## config.mk

```make
export PLATFORM = sky130hd
export DESIGN_NAME = core_timer_watchdog_unit
export DESIGN_NICKNAME = d
export VERILOG_FILES = /design/src/core_timer_pkg.sv /design/src/timebase_counter.sv /design/src/core_timer_watchdog_unit.sv
export SDC_FILE = /design/constraint.sdc
export NUM_CORES = 1
export LEC_CHECK = 0
export ABC_AREA = 1
export BUFFER_PORTS_ARGS = -buffer_cell sky130_fd_sc_hd__buf_4
export CORE_MARGIN = 5
export CORE_UTILIZATION = 41
export CTS_CLUSTER_DIAMETER = 60
export DETAILED_ROUTE_END_ITERATION = 12
export HOLD_SLACK_MARGIN = 0.12
export MAX_ROUTING_LAYER = met4
export PLACE_DENSITY = 0.64
export REMOVE_ABC_BUFFERS = 1
export SYNTH_ARGS = -nofsm -noshare
export SYNTH_HDL_FRONTEND = slang
export SYNTH_SLANG_ARGS = --single-unit
```

## constraint.sdc

```tcl
create_clock -name core_clk -period 3.4 [get_ports core_clk]
set_clock_uncertainty 0.2 [all_clocks]
set_input_delay 0.34 -clock core_clk [delete_from_list [all_inputs] [get_ports core_clk]]
set_output_delay 0.34 -clock core_clk [all_outputs]
set_load 0.1 [all_outputs]
```

## src/core_timer_pkg.sv

```systemverilog
// Constants shared by the core timer and watchdog unit
// Overview of operation
// - Low time base word reads at number 0x10C, privileged write at 0x11C.
// - High time base word reads at number 0x10D, privileged write at 0x11D.
// - Watchdog period code picks 2^17, 2^21, 2^25 or 2^29 clocks.
// - Watchdog reset kind picks none, core, chip or system reset on expiry.
// - Reset kind resets to zero; writes may set its bits, never clear them.
// - Watchdog interrupt enable gates the watchdog interrupt.
// - Interval interrupt enable gates the programmable interval timer interrupt.
// - Fixed period code picks 2^9, 2^13, 2^17 or 2^21 clocks.
// - Fixed interrupt enable gates the fixed interval timer interrupt.
// - Auto reload enable reloads the interval timer; off after reset.
// - Watchdog event first sets next arm bit, else follows the pending bit.
// - Status bit 1 shows a pending watchdog interrupt.
// - Status bits 2:3 record which reset the watchdog forced.
// - Status bit 4 shows a pending interval timer interrupt.
// - Status bit 5 shows a pending fixed timer interrupt.
// - Interval timer register holds clocks left until its event.
// - Critical interrupt enable gates the watchdog interrupt.
// - Noncritical interrupt enable gates interval and fixed timer interrupts.
package core_timer_pkg;

   // Register numbers
   localparam logic [9:0] TB_LOW_READ_NUM = 10'h10c;
   localparam logic [9:0] TB_HIGH_READ_NUM = 10'h10d;
   localparam logic [9:0] TB_LOW_WRITE_NUM = 10'h11c;
   localparam logic [9:0] TB_HIGH_WRITE_NUM = 10'h11d;
   localparam logic [9:0] TIMER_STATUS_NUM = 10'h3d8;
   localparam logic [9:0] TIMER_CONTROL_NUM = 10'h3da;
   localparam logic [9:0] INTERVAL_TIMER_NUM = 10'h3db;

   // Control field positions (bit 0 of the word is the most significant)
   localparam int CTL_WD_PERIOD_HI = 31;
   localparam int CTL_WD_PERIOD_LO = 30;
   localparam int CTL_WD_RESET_HI = 29;
   localparam int CTL_WD_RESET_LO = 28;
   localparam int CTL_WD_IRQ_EN = 27;
   localparam int CTL_INTERVAL_IRQ_EN = 26;
   localparam int CTL_FIXED_PERIOD_HI = 25;
   localparam int CTL_FIXED_PERIOD_LO = 24;
   localparam int CTL_FIXED_IRQ_EN = 23;
   localparam int CTL_AUTO_RELOAD = 22;

   // Status field positions
   localparam int STS_NEXT_ARM = 31;
   localparam int STS_WD_PENDING = 30;
   localparam int STS_WD_CAUSE_HI = 29;
   localparam int STS_WD_CAUSE_LO = 28;
   localparam int STS_INTERVAL_PENDING = 27;
   localparam int STS_FIXED_PENDING = 26;

   // Period exponents: exponent = base + step * code
   localparam int WD_PERIOD_BASE_EXP = 17;
   localparam int FIXED_PERIOD_BASE_EXP = 9;
   localparam int PERIOD_EXP_STEP = 4;

   // Reset values and constants
   localparam logic [1:0] RESET_KIND_NONE = 2'h0;
   localparam logic [1:0] PERIOD_CODE_RESET = 2'h0;
   localparam logic [31:0] WORD_ZERO = 32'h0;
   localparam logic [31:0] INTERVAL_LAST = 32'h1;
   localparam logic [63:0] TB_STEP = 64'h1;

endpackage

```

## src/timebase_counter.sv

```systemverilog
// 64-bit time base counter with separate word loads
`timescale 1ns/1ps
module timebase_counter (
   // Clock and reset
   input wire logic core_clk,
   input wire logic rst_n,
   // Word loads
   input wire logic load_low,
   input wire logic load_high,
   input wire logic [31:0] load_data,
   // Count
   output logic [63:0] count
);

   logic [63:0] next_count;

   // Advance by one; a load replaces its word of the advanced value
   always_comb begin
      next_count = count + core_timer_pkg::TB_STEP;
      if (load_low) begin
         next_count[31:0] = load_data;
      end
      if (load_high) begin
         next_count[63:32] = load_data;
      end
   end

   // Count register
   always_ff @(posedge core_clk or negedge rst_n) begin
      if (!rst_n) begin
         count <= 64'h0;
      end else begin
         count <= next_count;
      end
   end

endmodule

```

## src/core_timer_watchdog_unit.sv

```systemverilog
// Timer facility: time base, watchdog, interval and fixed timers
`timescale 1ns/1ps
module core_timer_watchdog_unit (
   // Clock and reset
   input wire logic core_clk,
   input wire logic rst_n,
   // Special register access
   input wire logic [9:0] reg_num,
   input wire logic reg_rd,
   input wire logic reg_wr,
   input wire logic [31:0] reg_wdata,
   input wire logic supervisor,
   output logic [31:0] rd_data,
   output logic rd_valid,
   // Machine state enables
   input wire logic crit_irq_enable,
   input wire logic noncritical_irq_enable,
   // Interrupts and reset requests
   output logic watchdog_irq,
   output logic interval_irq,
   output logic fixed_irq,
   output logic [1:0] watchdog_reset_req
);

   // Picks the time base bit whose rising edge ends one period
   function automatic logic period_bit(input logic [63:0] tb, input logic [1:0] code,
                                       input int base_exp);
      int idx;
      idx = base_exp - 1 + core_timer_pkg::PERIOD_EXP_STEP * int'(code);
      period_bit = tb[idx];
   endfunction

   logic [63:0] tb_count;
   logic wr_ok;
   logic wr_tb_low;
   logic wr_tb_high;
   logic wr_status;
   logic wr_control;
   logic wr_interval;

   // Control fields
   logic [1:0] watchdog_period_select;
   logic [1:0] watchdog_reset_kind;
   logic watchdog_irq_enable;
   logic interval_irq_enable;
   logic [1:0] fixed_period_select;
   logic fixed_irq_enable;
   logic auto_reload;
   logic [1:0] next_watchdog_period_select;
   logic [1:0] next_watchdog_reset_kind;
   logic next_watchdog_irq_enable;
   logic next_interval_irq_enable;
   logic [1:0] next_fixed_period_select;
   logic next_fixed_irq_enable;
   logic next_auto_reload;

   // Status fields
   logic next_watchdog_arm;
   logic watchdog_irq_pending;
   logic [1:0] watchdog_reset_cause;
   logic interval_irq_pending;
   logic fixed_irq_pending;
   logic next_next_watchdog_arm;
   logic next_watchdog_irq_pending;
   logic [1:0] next_watchdog_reset_cause;
   logic next_interval_irq_pending;
   logic next_fixed_irq_pending;

   // Timers and edge history
   logic [31:0] programmable_interval_timer;
   logic [31:0] interval_reload;
   logic [31:0] next_programmable_interval_timer;
   logic [31:0] next_interval_reload;
   logic wd_bit_prev;
   logic fixed_bit_prev;
   logic wd_bit;
   logic fixed_bit;
   logic wd_event;
   logic fixed_event;
   logic interval_event;

   // Outputs
   logic [31:0] next_rd_data;
   logic next_watchdog_irq;
   logic next_interval_irq;
   logic next_fixed_irq;
   logic [1:0] next_watchdog_reset_req;

   // Write decode; register writes need supervisor state
   assign wr_ok = reg_wr && supervisor;
   assign wr_tb_low = wr_ok && (reg_num == core_timer_pkg::TB_LOW_WRITE_NUM);
   assign wr_tb_high = wr_ok && (reg_num == core_timer_pkg::TB_HIGH_WRITE_NUM);
   assign wr_status = wr_ok && (reg_num == core_timer_pkg::TIMER_STATUS_NUM);
   assign wr_control = wr_ok && (reg_num == core_timer_pkg::TIMER_CONTROL_NUM);
   assign wr_interval = wr_ok && (reg_num == core_timer_pkg::INTERVAL_TIMER_NUM);

   timebase_counter u_timebase (
      .core_clk(core_clk),
      .rst_n(rst_n),
      .load_low(wr_tb_low),
      .load_high(wr_tb_high),
      .load_data(reg_wdata),
      .count(tb_count)
   );

   // Period events on rising edges of the selected time base bits
   assign wd_bit = period_bit(tb_count, watchdog_period_select,
                              core_timer_pkg::WD_PERIOD_BASE_EXP);
   assign fixed_bit = period_bit(tb_count, fixed_period_select,
                                 core_timer_pkg::FIXED_PERIOD_BASE_EXP);
   assign wd_event = wd_bit && !wd_bit_prev;
   assign fixed_event = fixed_bit && !fixed_bit_prev;
   assign interval_event = !wr_interval
      && (programmable_interval_timer == core_timer_pkg::INTERVAL_LAST);

   // Control register next values
   always_comb begin
      next_watchdog_period_select = watchdog_period_select;
      next_watchdog_reset_kind = watchdog_reset_kind;
      next_watchdog_irq_enable = watchdog_irq_enable;
      next_interval_irq_enable = interval_irq_enable;
      next_fixed_period_select = fixed_period_select;
      next_fixed_irq_enable = fixed_irq_enable;
      next_auto_reload = auto_reload;
      if (wr_control) begin
         next_watchdog_period_select =
            reg_wdata[core_timer_pkg::CTL_WD_PERIOD_HI:core_timer_pkg::CTL_WD_PERIOD_LO];
         // Reset kind bits only accumulate
         next_watchdog_reset_kind = watchdog_reset_kind
            | reg_wdata[core_timer_pkg::CTL_WD_RESET_HI:core_timer_pkg::CTL_WD_RESET_LO];
         next_watchdog_irq_enable = reg_wdata[core_timer_pkg::CTL_WD_IRQ_EN];
         next_interval_irq_enable = reg_wdata[core_timer_pkg::CTL_INTERVAL_IRQ_EN];
         next_fixed_period_select =
            reg_wdata[core_timer_pkg::CTL_FIXED_PERIOD_HI:core_timer_pkg::CTL_FIXED_PERIOD_LO];
         next_fixed_irq_enable = reg_wdata[core_timer_pkg::CTL_FIXED_IRQ_EN];
         next_auto_reload = reg_wdata[core_timer_pkg::CTL_AUTO_RELOAD];
      end
   end

   // Control registers
   always_ff @(posedge core_clk or negedge rst_n) begin
      if (!rst_n) begin
         watchdog_period_select <= core_timer_pkg::PERIOD_CODE_RESET;
         watchdog_reset_kind <= core_timer_pkg::RESET_KIND_NONE;
         watchdog_irq_enable <= 1'b0;
         interval_irq_enable <= 1'b0;
         fixed_period_select <= core_timer_pkg::PERIOD_CODE_RESET;
         fixed_irq_enable <= 1'b0;
         auto_reload <= 1'b0;
      end else begin
         watchdog_period_select <= next_watchdog_period_select;
         watchdog_reset_kind <= next_watchdog_reset_kind;
         watchdog_irq_enable <= next_watchdog_irq_enable;
         interval_irq_enable <= next_interval_irq_enable;
         fixed_period_select <= next_fixed_period_select;
         fixed_irq_enable <= next_fixed_irq_enable;
         auto_reload <= next_auto_reload;
      end
   end

   // Status next values: write-one clears first, hardware sets win
   always_comb begin
      next_next_watchdog_arm = next_watchdog_arm;
      next_watchdog_irq_pending = watchdog_irq_pending;
      next_watchdog_reset_cause = watchdog_reset_cause;
      next_interval_irq_pending = interval_irq_pending;
      next_fixed_irq_pending = fixed_irq_pending;
      next_watchdog_reset_req = core_timer_pkg::RESET_KIND_NONE;
      if (wr_status) begin
         // Clearing the arm bit is how software stops escalation
         if (reg_wdata[core_timer_pkg::STS_NEXT_ARM]) begin
            next_next_watchdog_arm = 1'b0;
         end
         if (reg_wdata[core_timer_pkg::STS_WD_PENDING]) begin
            next_watchdog_irq_pending = 1'b0;
         end
         next_watchdog_reset_cause = watchdog_reset_cause
            & ~reg_wdata[core_timer_pkg::STS_WD_CAUSE_HI:core_timer_pkg::STS_WD_CAUSE_LO];
         if (reg_wdata[core_timer_pkg::STS_INTERVAL_PENDING]) begin
            next_interval_irq_pending = 1'b0;
         end
         if (reg_wdata[core_timer_pkg::STS_FIXED_PENDING]) begin
            next_fixed_irq_pending = 1'b0;
         end
      end
      // Watchdog escalation: arm, then interrupt, then reset
      if (wd_event) begin
         if (!next_watchdog_arm) begin
            next_next_watchdog_arm = 1'b1;
         end else if (!watchdog_irq_pending) begin
            next_watchdog_irq_pending = 1'b1;
         end else begin
            next_watchdog_reset_cause = watchdog_reset_kind;
            next_watchdog_reset_req = watchdog_reset_kind;
         end
      end
      if (interval_event) begin
         next_interval_irq_pending = 1'b1;
      end
      if (fixed_event) begin
         next_fixed_irq_pending = 1'b1;
      end
   end

   // Status registers and reset request pulse
   always_ff @(posedge core_clk or negedge rst_n) begin
      if (!rst_n) begin
         next_watchdog_arm <= 1'b0;
         watchdog_irq_pending <= 1'b0;
         watchdog_reset_cause <= core_timer_pkg::RESET_KIND_NONE;
         interval_irq_pending <= 1'b0;
         fixed_irq_pending <= 1'b0;
         watchdog_reset_req <= core_timer_pkg::RESET_KIND_NONE;
      end else begin
         next_watchdog_arm <= next_next_watchdog_arm;
         watchdog_irq_pending <= next_watchdog_irq_pending;
         watchdog_reset_cause <= next_watchdog_reset_cause;
         interval_irq_pending <= next_interval_irq_pending;
         fixed_irq_pending <= next_fixed_irq_pending;
         watchdog_reset_req <= next_watchdog_reset_req;
      end
   end

   // Interval timer counts down to zero, optionally reloading
   always_comb begin
      next_interval_reload = interval_reload;
      next_programmable_interval_timer = programmable_interval_timer;
      if (wr_interval) begin
         next_interval_reload = reg_wdata;
         next_programmable_interval_timer = reg_wdata;
      end else if (interval_event && auto_reload) begin
         next_programmable_interval_timer = interval_reload;
      end else if (programmable_interval_timer != core_timer_pkg::WORD_ZERO) begin
         next_programmable_interval_timer =
            programmable_interval_timer - core_timer_pkg::INTERVAL_LAST;
      end
   end

   // Interval timer registers and period edge history
   always_ff @(posedge core_clk or negedge rst_n) begin
      if (!rst_n) begin
         programmable_interval_timer <= core_timer_pkg::WORD_ZERO;
         interval_reload <= core_timer_pkg::WORD_ZERO;
         wd_bit_prev <= 1'b0;
         fixed_bit_prev <= 1'b0;
      end else begin
         programmable_interval_timer <= next_programmable_interval_timer;
         interval_reload <= next_interval_reload;
         wd_bit_prev <= wd_bit;
         fixed_bit_prev <= fixed_bit;
      end
   end

   // Read data and gated interrupt outputs
   always_comb begin
      next_rd_data = core_timer_pkg::WORD_ZERO;
      case (reg_num)
         core_timer_pkg::TB_LOW_READ_NUM: begin
            next_rd_data = tb_count[31:0];
         end
         core_timer_pkg::TB_HIGH_READ_NUM: begin
            next_rd_data = tb_count[63:32];
         end
         core_timer_pkg::TIMER_STATUS_NUM: begin
            next_rd_data[core_timer_pkg::STS_NEXT_ARM] = next_watchdog_arm;
            next_rd_data[core_timer_pkg::STS_WD_PENDING] = watchdog_irq_pending;
            next_rd_data[core_timer_pkg::STS_WD_CAUSE_HI:core_timer_pkg::STS_WD_CAUSE_LO] =
               watchdog_reset_cause;
            next_rd_data[core_timer_pkg::STS_INTERVAL_PENDING] = interval_irq_pending;
            next_rd_data[core_timer_pkg::STS_FIXED_PENDING] = fixed_irq_pending;
         end
         core_timer_pkg::TIMER_CONTROL_NUM: begin
            next_rd_data[core_timer_pkg::CTL_WD_PERIOD_HI:core_timer_pkg::CTL_WD_PERIOD_LO] =
               watchdog_period_select;
            next_rd_data[core_timer_pkg::CTL_WD_RESET_HI:core_timer_pkg::CTL_WD_RESET_LO] =
               watchdog_reset_kind;
            next_rd_data[core_timer_pkg::CTL_WD_IRQ_EN] = watchdog_irq_enable;
            next_rd_data[core_timer_pkg::CTL_INTERVAL_IRQ_EN] = interval_irq_enable;
            next_rd_data[core_timer_pkg::CTL_FIXED_PERIOD_HI:core_timer_pkg::CTL_FIXED_PERIOD_LO] =
               fixed_period_select;
            next_rd_data[core_timer_pkg::CTL_FIXED_IRQ_EN] = fixed_irq_enable;
            next_rd_data[core_timer_pkg::CTL_AUTO_RELOAD] = auto_reload;
         end
         core_timer_pkg::INTERVAL_TIMER_NUM: begin
            next_rd_data = programmable_interval_timer;
         end
         default: begin
            next_rd_data = core_timer_pkg::WORD_ZERO;
         end
      endcase
      next_watchdog_irq = watchdog_irq_pending && watchdog_irq_enable
         && crit_irq_enable;
      next_interval_irq = interval_irq_pending && interval_irq_enable
         && noncritical_irq_enable;
      next_fixed_irq = fixed_irq_pending && fixed_irq_enable
         && noncritical_irq_enable;
   end

   // Output registers
   always_ff @(posedge core_clk or negedge rst_n) begin
      if (!rst_n) begin
         rd_data <= core_timer_pkg::WORD_ZERO;
         rd_valid <= 1'b0;
         watchdog_irq <= 1'b0;
         interval_irq <= 1'b0;
         fixed_irq <= 1'b0;
      end else begin
         rd_data <= reg_rd ? next_rd_data : core_timer_pkg::WORD_ZERO;
         rd_valid <= reg_rd;
         watchdog_irq <= next_watchdog_irq;
         interval_irq <= next_interval_irq;
         fixed_irq <= next_fixed_irq;
      end
   end

endmodule

```

==> results.md <==
STA:
- The count of final setup violators is 0.
- The final max-slew violation count came to 0.
- The remaining max-slew budget at the tightest pin is 0.373.
- The top achievable clock speed is 0.368 GHz.
- The number of hold violations in the final report is 0.
- Dividing the final minimum period by the clock period gives 0.799.
- The minimum clock period after layout is 2.72 ns.
- Setup repair after global routing left no endpoint under its margin.
- The pin slew with the least headroom to its limit is 0.939 ns.
- The sum of negative setup slack is 0 ns.

Floorplanning:
- The area of the placeable core is 0.0262 mm^2.
- The total I/O pin count is 87.
- The initial core utilization is 0.419.
- The die extent in x is 174 um.
- The floorplan step defined a die boundary enclosing 0.0301 mm^2.
- The floorplan step set the die height to 174 um.
- The site row count is 59.

Run:
- The max-cap violation count is 0.

Detailed routing:
- The final wirelength is 43100 um.
- The detailed-router iteration count before antenna repair is 6.
- In this run the remaining antenna-violating nets after routing total 0.
- In the routed design, unresolved DRC markers number 0.
- For this block, the via count after detailed routing is 10700.
- The via-per-instance ratio is 5.38.
- After detailed routing, the average wire length per cell comes to 21.7 um.
- The detailed router finished its first iteration with 1078 violations.

Global routing:
- Entering global routing, the biggest net connects 85 pins.
- The first global-routing pass estimated 65200 um of wire.
- The number of global-route vias before repair is 10700.
- For this run, the total global-route usage over all layers was measured as 0.292.
- The number of antenna violations at the first check in global routing was 0.
- The total overflow left after global routing is 0.

Power and ir drop:
- The overall power consumption is 6.29 mW.
- The internal power is 3.96 mW.
- Of the total power, registers draw 0.430.
- Of the total power, the share spent switching nets is 0.371.
- Of the total power, combinational logic draws 0.250.
- For this design the ratio of total power to cell area is 487 mW/mm^2.
- The total leakage power is 6.15 nW.
- The net switching power is 2.33 mW.
- Of the total power, the clock network draws 0.320.
- Across the VDD grid, the largest voltage drop is 0.330 mV.

Place:
- The detailed placer's ending HPWL is 33200 um.
- The placed instance count is 1925.
- Once placement finished, the instance area stood at 0.0120 mm^2.
- Input and output buffers added on the ports amount to 86.
- Routability-driven placement finished with a final weighted congestion of 1.02.

Clock tree:
- The total number of H-tree levels is 4.
- The root cell of the clock tree is sky130_fd_sc_hd__clkbuf_16.
- The clock latency at the later pin of the worst-skew pair is 0.44 ns.
- The number of resized instances in the post-cts repair step is 0.
- The number of clock buffers added by TritonCTS is 17.
- The worst-case clock buffer depth is 2.
- The post-CTS repair timing setup buffer count is 0.
- In this run, post-CTS hold repair placed 34 buffers.
- TritonCTS built the clock tree.
- Counting every sink on the clock net gives 184.
- Clock-pin slew was measured on the worst setup and hold paths at 0.08 ns.

Synth:
- The summed instance area of the synthesized netlist is 0.0110 mm^2.
- The average instance area after synthesis is 7.18 um^2.
- Counting flops with an async set or reset pin after synthesis yields a share of 1.00.
- Yosys printed 0 warnings.
- The flip-flop cell with the highest count after synthesis is sky130_fd_sc_hd__dfrtp_1.
- The share of synthesized area in the top cell type comes to 0.420.
- The proportion of synthesized chip area in sequential cells is 0.420.
- The number of enable flip-flop cells after synthesis is 0.
- Synthesis produced 1527 cells.
- The biggest area contributor in the post-synthesis netlist is sky130_fd_sc_hd__dfrtp_1.
- The count of different cell masters after synthesis is 40.
- After synthesis the netlist holds a flip-flop and latch count of 184.
- In the post-synthesis netlist, the biggest area contributors are sky130_fd_sc_hd__dfrtp_1 (42%), sky130_fd_sc_hd__nand2_1 (13%), sky130_fd_sc_hd__nor2_1 (8.5%), sky130_fd_sc_hd__inv_1 (6.6%), sky130_fd_sc_hd__o21ai_0 (4.7%).

Setup path:
- In this run the worst path has a maximum fanout of 23.
- The type of element capturing the critical path is a flip-flop.
- STA puts the critical path data required time at 3.49 ns.
- The startpoint identified for the worst register-to-register timing path is programmable_interval_timer[0]$_DFFE_PN0P_.
- The class of the most critical setup path is flip-flop to flip-flop.
- In this run the worst setup path begins at programmable_interval_timer[0]$_DFFE_PN0P_.
- STA classifies the critical path startpoint as a flip-flop.
- The worst endpoint data arrival time is 2.80 ns.

Layout:
- The finished layout holds 1992 standard cells, fillers aside.
- The count of filler cells inserted in the layout is 2637.
- The library cell used most frequently in the layout, excluding fill and tap cells, is sky130_fd_sc_hd__nand2_1.
- Leaving out fill and tap cells, the most frequent cells in the layout are sky130_fd_sc_hd__nand2_1 (369), sky130_fd_sc_hd__nor2_1 (249), sky130_fd_sc_hd__inv_1 (194), sky130_fd_sc_hd__dfrtp_1 (184), sky130_fd_sc_hd__o21ai_0 (102).
- The post-route standard cell area excluding fillers is 0.0129 mm^2.
- From synthesis to final layout, the design area changed by 17.8%.
- The final layout net count is 1695.
- The fraction of layout cells with a size suffix above 1 is 0.126.

Worst hold path:
- The critical hold path startpoint is reg_wdata[13].
- The tightest min-delay check is of the input pin to flip-flop type.

Status:
- The run finished with clean final reports.
## registers in the layout, summed over array words and instances, names as in the netlist, 2 cells and up
signal and flops:
fixed_period_select 2, interval_reload 32, programmable_interval_timer 32, rd_data 32, u_timebase.count 64, watchdog_period_select 2, watchdog_reset_cause 2, watchdog_reset_kind 2
watchdog_reset_req 2
## synthesized netlist by cell type, types with 5 or more instances
| cell type | instances |
|---|---|
| sky130_fd_sc_hd__o22ai_2 | 6 |
| sky130_fd_sc_hd__xor2_1 | 49 |
| sky130_fd_sc_hd__a21oi_1 | 33 |
| sky130_fd_sc_hd__buf_2 | 13 |
| sky130_fd_sc_hd__xnor2_1 | 11 |
| sky130_fd_sc_hd__nor3_2 | 7 |
| sky130_fd_sc_hd__nor2_1 | 249 |
| sky130_fd_sc_hd__o21ai_1 | 10 |
| sky130_fd_sc_hd__nand4_1 | 41 |
| sky130_fd_sc_hd__nand3b_1 | 6 |
| sky130_fd_sc_hd__o21ai_0 | 102 |
| sky130_fd_sc_hd__dfrtp_1 | 184 |
| sky130_fd_sc_hd__nor2_2 | 15 |
| sky130_fd_sc_hd__a31oi_1 | 6 |
| sky130_fd_sc_hd__inv_2 | 6 |
| sky130_fd_sc_hd__buf_6 | 5 |
| sky130_fd_sc_hd__nand2_1 | 369 |
| sky130_fd_sc_hd__nor2_4 | 7 |
| sky130_fd_sc_hd__nand3_1 | 77 |
| sky130_fd_sc_hd__clkbuf_1 | 21 |
| sky130_fd_sc_hd__o22ai_1 | 40 |
| sky130_fd_sc_hd__nand2_2 | 9 |
| sky130_fd_sc_hd__inv_1 | 194 |
| sky130_fd_sc_hd__nor3_1 | 29 |
| sky130_fd_sc_hd__a21oi_2 | 8 |
## metal layers
layer / up-vias / wire length [um] / share of wire / global-route usage
met5: - / 0 / 0 / -
li1: 5124 / - / - / -
met1: 5158 / 18700 / 0.43 / 0.382
met2: 381 / 19900 / 0.46 / 0.451
met4: 0 / 1240 / 0.029 / 0.0928
met3: 62 / 3350 / 0.078 / 0.0704
## final cells by class
type	count	area, um^2	share of cell area
Antenna cell	1	2.50	0.000194
Clock buffer	18	439	0.0340
Clock inverter	14	138	0.0107
Inverter	202	758	0.0587
Multi-Input combinational cell	1100	5410	0.419
Sequential cell	184	4600	0.356
Tap cell	335	419	0.0324
Timing Repair Buffer	138	1150	0.0892
## cells by family after synthesis
group | share of synthesized area
compound gates | 0.113
flops | 0.420
simple gates | 0.327
buf+inv | 0.0881
xor+xnor | 0.0479
fa+ha+maj | 0.00342
## power groups by stage
stage               clock network [mW]  logic, mW  registers [mW]
floorplan                            0       1.06            2.66
global placement                     0       1.52            2.72
detailed placement                   0       1.52            2.74
CTS                               2.04       1.56            2.70
global route                      2.12       1.78            2.74
finish                            2.01       1.57            2.70
## worst paths after layout
path	slack, ns	endpoint	cells after the start
max	0.68	programmable_interval_timer[18]$_DFFE_PN0P_	9
min	0.15	interval_reload[13]$_DFFE_PN0P_	3
max reg2reg	0.68	programmable_interval_timer[18]$_DFFE_PN0P_	9
min reg2reg	0.28	fixed_irq_pending$_DFFE_PN0P_	3
max in group asynchronous	1.90	interval_reload[15]$_DFFE_PN0P_	3
min in group asynchronous	0.29	rd_data[30]$_DFF_PN0_	2
## stage by stage
stage	util	setup WS, ns	hold slack (ns)
after floorplan	-	0.305	-0.156
after global placement	0.458	0.768	0.227
after detailed placement	0.458	0.740	0.237
after CTS	0.493	0.713	0.123
after global routing	0.493	0.470	0.144
final	0.493	0.684	0.150
## worst max-delay path, cell delays in order, from the launching register on
cell and delay (ns):
sky130_fd_sc_hd__dfrtp_1 0.42, sky130_fd_sc_hd__inv_1 0.15, sky130_fd_sc_hd__ha_1 0.24, sky130_fd_sc_hd__nand2_1 0.12, sky130_fd_sc_hd__nor2_2 0.21, sky130_fd_sc_hd__nand2_1 0.16
sky130_fd_sc_hd__nor3_1 0.15, sky130_fd_sc_hd__nand3_1 0.13, sky130_fd_sc_hd__nor2_4 0.63, sky130_fd_sc_hd__nor2_1 0.13
No activity file was read; power rests on OpenSTA's default activity.
